### config.mk
export PLATFORM = sky130hd
export DESIGN_NAME = hpbp_device_flat
export DESIGN_NICKNAME = d
export VERILOG_FILES = /design/src/logic/hpbp_pkg.sv /design/src/logic/hpbp_if.sv /design/src/logic/hpbp_device.sv /design/src/flat_wrapper.sv
export VERILOG_INCLUDE_DIRS = /design/src /design/src/logic
export SDC_FILE = /design/constraint.sdc
export NUM_CORES = 1
export LEC_CHECK = 0
export ABC_AREA = 1
export ABC_CLOCK_PERIOD_IN_PS = 2300
export BUFFER_PORTS_ARGS = -buffer_cell sky130_fd_sc_hd__clkbuf_2
export CAP_MARGIN = 20
export CORE_AREA = 5 5 105 107
export CTS_BUF_LIST = sky130_fd_sc_hd__clkbuf_4 sky130_fd_sc_hd__clkbuf_8 sky130_fd_sc_hd__clkbuf_16
export DETAILED_ROUTE_END_ITERATION = 16
export DIE_AREA = 0 0 110 112
export PLACE_DENSITY = 0.66
export REMOVE_ABC_BUFFERS = 1
export SYNTH_ARGS = -nofsm -noshare
export SYNTH_HDL_FRONTEND = slang
export SYNTH_SLANG_ARGS = --single-unit
### constraint.sdc
create_clock -name core_clk -period 2.3 [get_ports core_clk]
set_clock_uncertainty 0.05 [all_clocks]
set_input_delay 0.23 -clock core_clk [delete_from_list [all_inputs] [get_ports core_clk]]
set_output_delay 0.23 -clock core_clk [all_outputs]
set_load 0.02 [all_outputs]
### src/logic/hpbp_consts.svh
// Constants for the host processor bus port: widths, strobe timing.
// Assumes inclusion by both ends of the port and the type package.
`ifndef HPBP_CONSTS_SVH
`define HPBP_CONSTS_SVH

`define HPBP_DATA_W 16
`define HPBP_ADDR_W 18
// Clock period and device answer latency
`define HPBP_CLK_PERIOD_NS 25
`define HPBP_ACCESS_NS 50
`define HPBP_ACCESS_CYC ((`HPBP_ACCESS_NS + `HPBP_CLK_PERIOD_NS - 1) / `HPBP_CLK_PERIOD_NS)
// Bus mode codes
`define HPBP_MODE_STROBE 1'b0
`define HPBP_MODE_TSTART 1'b1

`endif

### src/logic/hpbp_pkg.sv
// Types shared by both ends of the host processor bus port.
// Assumes the constants header is on the include path.
`include "hpbp_consts.svh"

package hpbp_pkg;
    typedef logic [`HPBP_DATA_W-1:0] hpbp_data_t;
    typedef logic [`HPBP_ADDR_W-1:0] hpbp_addr_t;
    typedef enum logic {hpbp_mode_strobe, hpbp_mode_tstart} hpbp_mode_t;
endpackage : hpbp_pkg

### src/logic/hpbp_if.sv
// Interface joining host and device ends of the parallel port.
// Assumes a testbench resolves the shared wires from the enables.
`timescale 1ns/10ps

interface hpbp_if;
    import hpbp_pkg::*;
    // Data bus, three signals per end (enable low = driving)
    hpbp_data_t host_data_bus_h_o;
    logic host_data_bus_h_oe_n;
    hpbp_data_t host_data_bus_d_o;
    logic host_data_bus_d_oe_n;
    hpbp_data_t host_data_bus_i;
    // Address and control from host
    hpbp_addr_t host_address_bus;
    logic host_select_n;
    logic host_write_strobe;
    logic host_read_strobe;
    // Ready / acknowledge, three-state from device
    logic host_ready_out_o;
    logic host_ready_out_oe_n;
    logic host_ready_out_i;
    // Interrupts
    logic irq_main_out;
    logic irq_timer_out;

    modport device (
        input host_data_bus_i, host_address_bus, host_select_n, host_write_strobe, host_read_strobe,
        output host_data_bus_d_o, host_data_bus_d_oe_n, host_ready_out_o, host_ready_out_oe_n,
        output irq_main_out, irq_timer_out
    );
    modport host (
        input host_data_bus_i, host_ready_out_i, irq_main_out, irq_timer_out,
        output host_data_bus_h_o, host_data_bus_h_oe_n, host_address_bus, host_select_n,
        output host_write_strobe, host_read_strobe
    );
endinterface : hpbp_if

### src/logic/hpbp_device.sv
// Device end of the host processor bus port.
// Assumes host pins come from another domain; core clock 40 MHz.
// Every host pin passes two flops, so answers lag the pins by clocks.
`timescale 1ns/10ps
`include "hpbp_consts.svh"

// Notes on behaviour
// - 16-bit bidirectional data, device drives on reads
// - Host gives 18-bit word address
// - Select gates access; otherwise ignored
// - Strobe mode: write strobe marks writes
// - Strobe mode: read strobe marks reads
// - Start mode: direction line shares write pin
// - Start mode: start strobe shares read pin
// - Ready after write capture or read data
// - Main interrupt on any special event
// - Timer interrupt from second timer set only
module hpbp_device
    import hpbp_pkg::*;
(
    // Clock and reset
    input wire logic core_clk,
    input wire logic reset_n,
    // Bus mode strap (0 strobe, 1 transfer start)
    input wire hpbp_mode_t bus_mode,
    // Host side
    hpbp_if.device bus,
    // Core side register access
    output hpbp_addr_t core_addr,
    output hpbp_data_t core_wdata,
    output logic core_wr,
    output logic core_rd,
    input wire hpbp_data_t core_rdata,
    // Events
    input wire logic main_event,
    input wire logic timer2_expired
);
    typedef enum logic [1:0] {hpbp_idle, hpbp_wait, hpbp_done} hpbp_state_t;

    // -----------------------------------------------
    // Pin synchronisers
    // -----------------------------------------------
    logic [2:0] ctl_s1_q;
    logic [2:0] ctl_s2_q;
    // Two flops on select, write pin, read pin
    always_ff @(posedge core_clk or negedge reset_n) begin
        if (!reset_n) begin
            ctl_s1_q <= 3'h7;
            ctl_s2_q <= 3'h7;
        end else begin
            ctl_s1_q <= {bus.host_select_n, bus.host_write_strobe, bus.host_read_strobe};
            ctl_s2_q <= ctl_s1_q;
        end
    end
    // Address and data pins on the same two-flop path as the controls;
    // the host sets them no later than select, so they are settled
    // when the synchronised select opens an access
    hpbp_addr_t addr_s1_q;
    hpbp_addr_t addr_s2_q;
    hpbp_data_t data_s1_q;
    hpbp_data_t data_s2_q;
    always_ff @(posedge core_clk or negedge reset_n) begin
        if (!reset_n) begin
            addr_s1_q <= '0;
            addr_s2_q <= '0;
            data_s1_q <= '0;
            data_s2_q <= '0;
        end else begin
            addr_s1_q <= bus.host_address_bus;
            addr_s2_q <= addr_s1_q;
            data_s1_q <= bus.host_data_bus_i;
            data_s2_q <= data_s1_q;
        end
    end
    logic sel;
    logic wr_pin;
    logic rd_pin;
    logic want_wr;
    logic want_rd;
    assign sel = !ctl_s2_q[2];
    assign wr_pin = ctl_s2_q[1];
    assign rd_pin = ctl_s2_q[0];
    // Decode per mode; strobes active high in strobe mode
    always_comb begin
        if (bus_mode == hpbp_mode_strobe) begin
            want_wr = sel && wr_pin;
            want_rd = sel && rd_pin && !wr_pin;
        end else begin
            want_wr = sel && rd_pin && !wr_pin;
            want_rd = sel && rd_pin && wr_pin;
        end
    end

    // -----------------------------------------------
    // Access sequencer
    // -----------------------------------------------
    // Wait count covers the access time; done holds until strobe drops
    hpbp_state_t state_q;
    logic is_wr_q;
    logic [1:0] cnt_q;
    always_ff @(posedge core_clk or negedge reset_n) begin
        if (!reset_n) begin
            state_q <= hpbp_idle;
            is_wr_q <= 1'b0;
            cnt_q <= 2'h0;
        end else begin
            case (state_q)
                hpbp_idle: if (want_wr || want_rd) begin
                    state_q <= hpbp_wait;
                    is_wr_q <= want_wr;
                    cnt_q <= 2'(`HPBP_ACCESS_CYC - 1);
                end
                hpbp_wait: if (cnt_q == 2'h0) begin
                    state_q <= hpbp_done;
                end else begin
                    cnt_q <= cnt_q - 2'h1;
                end
                hpbp_done: if (!(want_wr || want_rd)) begin
                    state_q <= hpbp_idle; // Host ended cycle
                end
                default: state_q <= hpbp_idle;
            endcase
        end
    end

    // -----------------------------------------------
    // Core side access
    // -----------------------------------------------
    // Word address and write data, taken as the access opens
    always_ff @(posedge core_clk or negedge reset_n) begin
        if (!reset_n) begin
            core_addr <= '0;
            core_wdata <= '0;
        end else if (state_q == hpbp_idle && (want_wr || want_rd)) begin
            core_addr <= addr_s2_q;
            if (want_wr) begin
                core_wdata <= data_s2_q;
            end
        end
    end

    // One-cycle core strobes; write data lands with the write strobe
    always_ff @(posedge core_clk or negedge reset_n) begin
        if (!reset_n) begin
            core_wr <= 1'b0;
            core_rd <= 1'b0;
        end else begin
            core_wr <= (state_q == hpbp_idle) && want_wr;
            core_rd <= (state_q == hpbp_idle) && want_rd;
        end
    end

    // -----------------------------------------------
    // Bus drive and ready
    // -----------------------------------------------
    hpbp_data_t rdata_q;
    logic drive_q;
    logic rdy_q;
    // Read word held from the core's answer
    always_ff @(posedge core_clk or negedge reset_n) begin
        if (!reset_n) begin
            rdata_q <= '0;
        end else if (core_rd) begin
            rdata_q <= core_rdata;
        end
    end

    // Data bus driven from the second wait cycle of a read
    always_ff @(posedge core_clk or negedge reset_n) begin
        if (!reset_n) begin
            drive_q <= 1'b0;
        end else begin
            drive_q <= (state_q != hpbp_idle) && !is_wr_q && sel;
        end
    end

    // Ready once the wait count ends; held while the host holds its strobe
    always_ff @(posedge core_clk or negedge reset_n) begin
        if (!reset_n) begin
            rdy_q <= 1'b0;
        end else begin
            rdy_q <= (state_q == hpbp_wait && cnt_q == 2'h0) || (state_q == hpbp_done && (want_wr || want_rd));
        end
    end
    // Enables gated by select, so both float as soon as it drops
    assign bus.host_data_bus_d_o = rdata_q;
    assign bus.host_data_bus_d_oe_n = !(drive_q && sel);
    assign bus.host_ready_out_o = rdy_q;
    assign bus.host_ready_out_oe_n = !(sel && state_q != hpbp_idle);

    // -----------------------------------------------
    // Interrupt outputs
    // -----------------------------------------------
    logic irq1_q;
    logic irq2_q;
    // Registered copies of the event levels
    always_ff @(posedge core_clk or negedge reset_n) begin
        if (!reset_n) begin
            irq1_q <= 1'b0;
            irq2_q <= 1'b0;
        end else begin
            irq1_q <= main_event;
            irq2_q <= timer2_expired;
        end
    end
    assign bus.irq_main_out = irq1_q;
    assign bus.irq_timer_out = irq2_q;
endmodule : hpbp_device

### src/flat_wrapper.sv
// flat-port wrapper written by rule: the top's interface ports become plain ports
module hpbp_device_flat import hpbp_pkg::*;
  (core_clk, reset_n, bus_mode, core_addr, core_wdata, core_wr, core_rd, core_rdata, main_event, timer2_expired, bus_host_data_bus_i, bus_host_address_bus, bus_host_select_n, bus_host_write_strobe, bus_host_read_strobe, bus_host_data_bus_d_o, bus_host_data_bus_d_oe_n, bus_host_ready_out_o, bus_host_ready_out_oe_n, bus_irq_main_out, bus_irq_timer_out);
  hpbp_if bus_i ();
  input wire logic core_clk;
  input wire logic reset_n;
  input wire hpbp_mode_t bus_mode;
  output hpbp_addr_t core_addr;
  output hpbp_data_t core_wdata;
  output logic core_wr;
  output logic core_rd;
  input wire hpbp_data_t core_rdata;
  input wire logic main_event;
  input wire logic timer2_expired;
  input wire logic [$bits(bus_i.host_data_bus_i)-1:0] bus_host_data_bus_i;
  input wire logic [$bits(bus_i.host_address_bus)-1:0] bus_host_address_bus;
  input wire logic [$bits(bus_i.host_select_n)-1:0] bus_host_select_n;
  input wire logic [$bits(bus_i.host_write_strobe)-1:0] bus_host_write_strobe;
  input wire logic [$bits(bus_i.host_read_strobe)-1:0] bus_host_read_strobe;
  output wire logic [$bits(bus_i.host_data_bus_d_o)-1:0] bus_host_data_bus_d_o;
  output wire logic [$bits(bus_i.host_data_bus_d_oe_n)-1:0] bus_host_data_bus_d_oe_n;
  output wire logic [$bits(bus_i.host_ready_out_o)-1:0] bus_host_ready_out_o;
  output wire logic [$bits(bus_i.host_ready_out_oe_n)-1:0] bus_host_ready_out_oe_n;
  output wire logic [$bits(bus_i.irq_main_out)-1:0] bus_irq_main_out;
  output wire logic [$bits(bus_i.irq_timer_out)-1:0] bus_irq_timer_out;
  assign bus_i.host_data_bus_i = bus_host_data_bus_i;
  assign bus_i.host_address_bus = bus_host_address_bus;
  assign bus_i.host_select_n = bus_host_select_n;
  assign bus_i.host_write_strobe = bus_host_write_strobe;
  assign bus_i.host_read_strobe = bus_host_read_strobe;
  assign bus_host_data_bus_d_o = bus_i.host_data_bus_d_o;
  assign bus_host_data_bus_d_oe_n = bus_i.host_data_bus_d_oe_n;
  assign bus_host_ready_out_o = bus_i.host_ready_out_o;
  assign bus_host_ready_out_oe_n = bus_i.host_ready_out_oe_n;
  assign bus_irq_main_out = bus_i.irq_main_out;
  assign bus_irq_timer_out = bus_i.irq_timer_out;
  hpbp_device u_core (.core_clk(core_clk), .reset_n(reset_n), .bus_mode(bus_mode), .bus(bus_i), .core_addr(core_addr), .core_wdata(core_wdata), .core_wr(core_wr), .core_rd(core_rd), .core_rdata(core_rdata), .main_event(main_event), .timer2_expired(timer2_expired));
endmodule
==> flow_summary_export.csv <==
group,metric,value,unit
routing,first_pass_iters,4,
power_and_ir_drop,leakagePower,0.003150,uW
synth,yosysTopAreaCell,"dfrtp_1",
power_and_ir_drop,seqPwrFrac,41.6,%
floorplanning,dieWidth,110,um
clock_network,root_buffer,"clkbuf_8",
clock_network,cts_tree,"yes",
synth,syn_avg_cell_area,13.97,um^2
timing,grt_setup_unrepaired,"false",
grt,grt_max_degree,60,
clock_network,cts_made_buffers,17,
min_path,hold_class,"in2reg",
power_and_ir_drop,power_frac_comb,24.9,%
layout,areaGrowthSynthToFinish,42.72,%
floorplanning,die_h,112,um
layout,n_antenna_cell,0,
setup_path,worstSetupPathType,"reg2out",
grt,grt_util_all_layers,16.26,%
setup_path,worst-r2r-setup-slack,0.62,ns
setup_path,endpoint_kind,"primary output",
setup_path,crit_chain,"clkbuf_2",
routing,vias,2786,
routing,drt-initial-drc-count,118,
grt,grt_pass1_vias,3188,
floorplanning,die-area,12320,um^2
timing,finalMaxSlewViolations,0,
setup_path,startpoint_type,"flip-flop",
outcome,status,"completed",
clock_network,worst_skew_pair.late_latency,0.51,ns
placement,dpl.hpwl,5373,um
setup_path,cp.required,2.02,ns
placement,routabilityCongestion,0.7565,
synth,synth.top_cell.area_share,74.57,%
timing,fin_crit_sh,81.74,%
setup_path,critPathSlowestCell,"dfrtp_1",
setup_path,r2r_end,"u_core.core_addr[13]",
min_path,holdPathStages,5,
synth,ys_seq_elements,135,
timing,slew_headroom,52.62,%
setup_path,r2r_start,"u_core.ctl_s2_q[1]",
timing,setup_tns,0,ns
floorplanning,rows,37,
synth,yosys-top-cells-area,"dfrtp_1 75%, nand2_1 9.5%, mux2_2 4.2%",
setup_path,r2r_cells,7,
timing,fmax,531.9,MHz
power_and_ir_drop,power.density,1282,nW/um^2
setup_path,arrival,1.60,ns
setup_path,crit_family,"flip-flops",
synth,synth-seq-area-share,78.21,%
grt,antenna_found_initial,0,
synth,synth.distinct_cells,23,
clock_network,cts_setup_buffers,0,
power_and_ir_drop,p_sw_share,33.42,%
routing,routed_wirelength,8752,um
layout,drive_gt1_share,37.28,%
grt,overflow,0,
clock_network,cts_resized,0,
clock_network,clk_pin_slew,0.06,ns
routing,vias_per_cell,4.333,
setup_path,critPathBufInv,1,
power_and_ir_drop,power_switching,2647,uW
layout,layout.nets,553,
power_and_ir_drop,p_clk_share,33.5,%
floorplanning,coreArea,10050,um^2
setup_path,critical_path.max_fanout,17,
run,maxCapViolCount,0,
setup_path,cpPeakStageDelay,0.80,ns
clock_network,cts_hold_buffers,56,
timing,fin_hold_ws,0.1411,ns
layout,final_util,61.50,%
timing,min_period,1.880,ns
synth,netlist_area,4329,um^2
clock_network,cts_max_level,4,
routing,drtAntennaViolNets,0,
grt,grt_pass1_wl,15220,um
power_and_ir_drop,ir_drop,0.6513,mV
timing,finalSetupViolCount,0,
power_and_ir_drop,intPower,5275,uW
timing,worst_slew_pin_slew,0.7107,ns
min_path,hold_end,"u_core.core_rd",
routing,drc,0,
synth,syn_inst,310,
floorplanning,ios,115,
synth,yosys_warnings,0,
min_path,hold_start,"bus_mode",
clock_network,ctsLongestPathBuffers,2,
placement,io_buffers,114,
timing,hold_viol,0,
routing,routedWlPerCell,13.61,um
floorplanning,initial_core_util,43.09,%
clock_network,clock-sinks,135,
layout make-up:
type	count	area [um^2]
Multi-Input combinational cell	157	817.0
Timing Repair Buffer	172	1165
Clock inverter	14	163.9
Sequential cell	135	3386
Fill cell	772	3867
Inverter	11	48.80
Clock buffer	18	427.9
Tap cell	136	170.2
synthesized netlist by cell type:
| cell type | instances |
|---|---|
| inv_2 | 1 |
| mux2_2 | 16 |
| buf_6 | 3 |
| nand2_2 | 11 |
| nand2_8 | 1 |
| buf_2 | 2 |
| inv_1 | 9 |
| nand2_1 | 110 |
| o21ai_0 | 1 |
| nand3_1 | 5 |
| a21oi_1 | 1 |
| nor2_2 | 2 |
| nor2_4 | 1 |
| nand3_4 | 2 |
| clkbuf_8 | 1 |
| inv_8 | 1 |
| buf_12 | 1 |
| dfstp_2 | 6 |
| ha_1 | 1 |
| nand4_1 | 2 |
| nor2_1 | 3 |
| nor3_1 | 1 |
| dfrtp_1 | 129 |
flip-flops by register name (all words and copies together) (netlist names):
signal,cells
u_core.ctl_s2_q,3
u_core.addr_s1_q,18
u_core.data_s2_q,16
u_core.state_q,2
u_core.ctl_s1_q,3
u_core.core_addr,18
u_core.core_wr,1
u_core.bus.host_ready_out_o,1
u_core.drive_q,1
u_core.bus.irq_main_out,1
u_core.data_s1_q,16
u_core.bus.irq_timer_out,1
u_core.cnt_q,2
u_core.bus.host_data_bus_d_o,16
u_core.core_rd,1
u_core.addr_s2_q,18
u_core.is_wr_q,1
u_core.core_wdata,16
layout by cell type, fill, tap and decap left out:
| master | n |
|---|---|
| a21oi_1 | 1 |
| buf_12 | 1 |
| buf_4 | 1 |
| buf_6 | 1 |
| bufinv_16 | 2 |
| clkbuf_16 | 16 |
| clkbuf_2 | 113 |
| clkbuf_8 | 2 |
| clkinv_2 | 1 |
| clkinv_4 | 2 |
| clkinvlp_4 | 2 |
| dfrtp_1 | 129 |
| dfstp_2 | 6 |
| dlygate4sd3_1 | 56 |
| ha_1 | 1 |
| inv_1 | 9 |
| inv_2 | 1 |
| inv_6 | 5 |
| inv_8 | 3 |
| mux2_2 | 16 |
| nand2_1 | 110 |
| nand2_2 | 11 |
| nand2_8 | 1 |
| nand3_1 | 5 |
| nand3_4 | 2 |
| nand4_1 | 2 |
| nor2_1 | 3 |
| nor2_2 | 2 |
| nor2_4 | 1 |
| nor3_1 | 1 |
| o21ai_0 | 1 |
metrics by stage:
step,cells,area (um^2),power [uW],worst slack [ns]
6_report,643,6178,7922,0.4200
5_1_grt,643,6178,8389,0.3357
4_1_cts,643,6178,8014,0.3561
3_5_place_dp,555,5026,5248,0.5887
3_3_place_gp,555,5026,5186,0.6988
2_1_floorplan,303,4252,4455,0.8559
power by group through the flow:
stage	clock network (uW)	logic (uW)	registers, uW
2_1_floorplan	0	643	3810
3_3_place_gp	0	1870	3320
3_5_place_dp	0	1920	3320
4_1_cts	2710	2010	3300
5_1_grt	2830	2180	3370
6_report	2650	1970	3290
layer usage:
metal	vias up	share of wire [%]	global-route usage [%]
met2	70	54	27.43
met4	0	1.2	5.819
met3	11	6.1	6.087
met1	1369	38	18.75
met5	-	0	0
li1	1336	-	-
cells by family (layout without fill, tap and decap cells):
group                    Yosys count  in the layout  synth area share [%]
flip-flops                       135            135                 78.21
multiplexers                      16             16                 4.162
AO/OA/AOI/OAI                      2              2                0.2310
buffers and inverters             18            215                 2.919
adder cells (fa/ha/maj)            1              1                0.2890
AND/OR/NAND/NOR                  138            138                 14.19
worst max path at each step:
stage | from | to | cells after the start
6_report | u_core.core_rd | core_rd | 1
4_1_cts | u_core.core_rd | core_rd | 1
3_5_place_dp | u_core.ctl_s2_q[1] | u_core.core_addr[13] | 7
5_1_grt | u_core.core_rd | core_rd | 1
3_3_place_gp | u_core.ctl_s2_q[1] | u_core.core_addr[6] | 7
2_1_floorplan | u_core.ctl_s2_q[1] | u_core.core_addr[0] | 7
No activity file was read; power rests on OpenSTA's default activity.
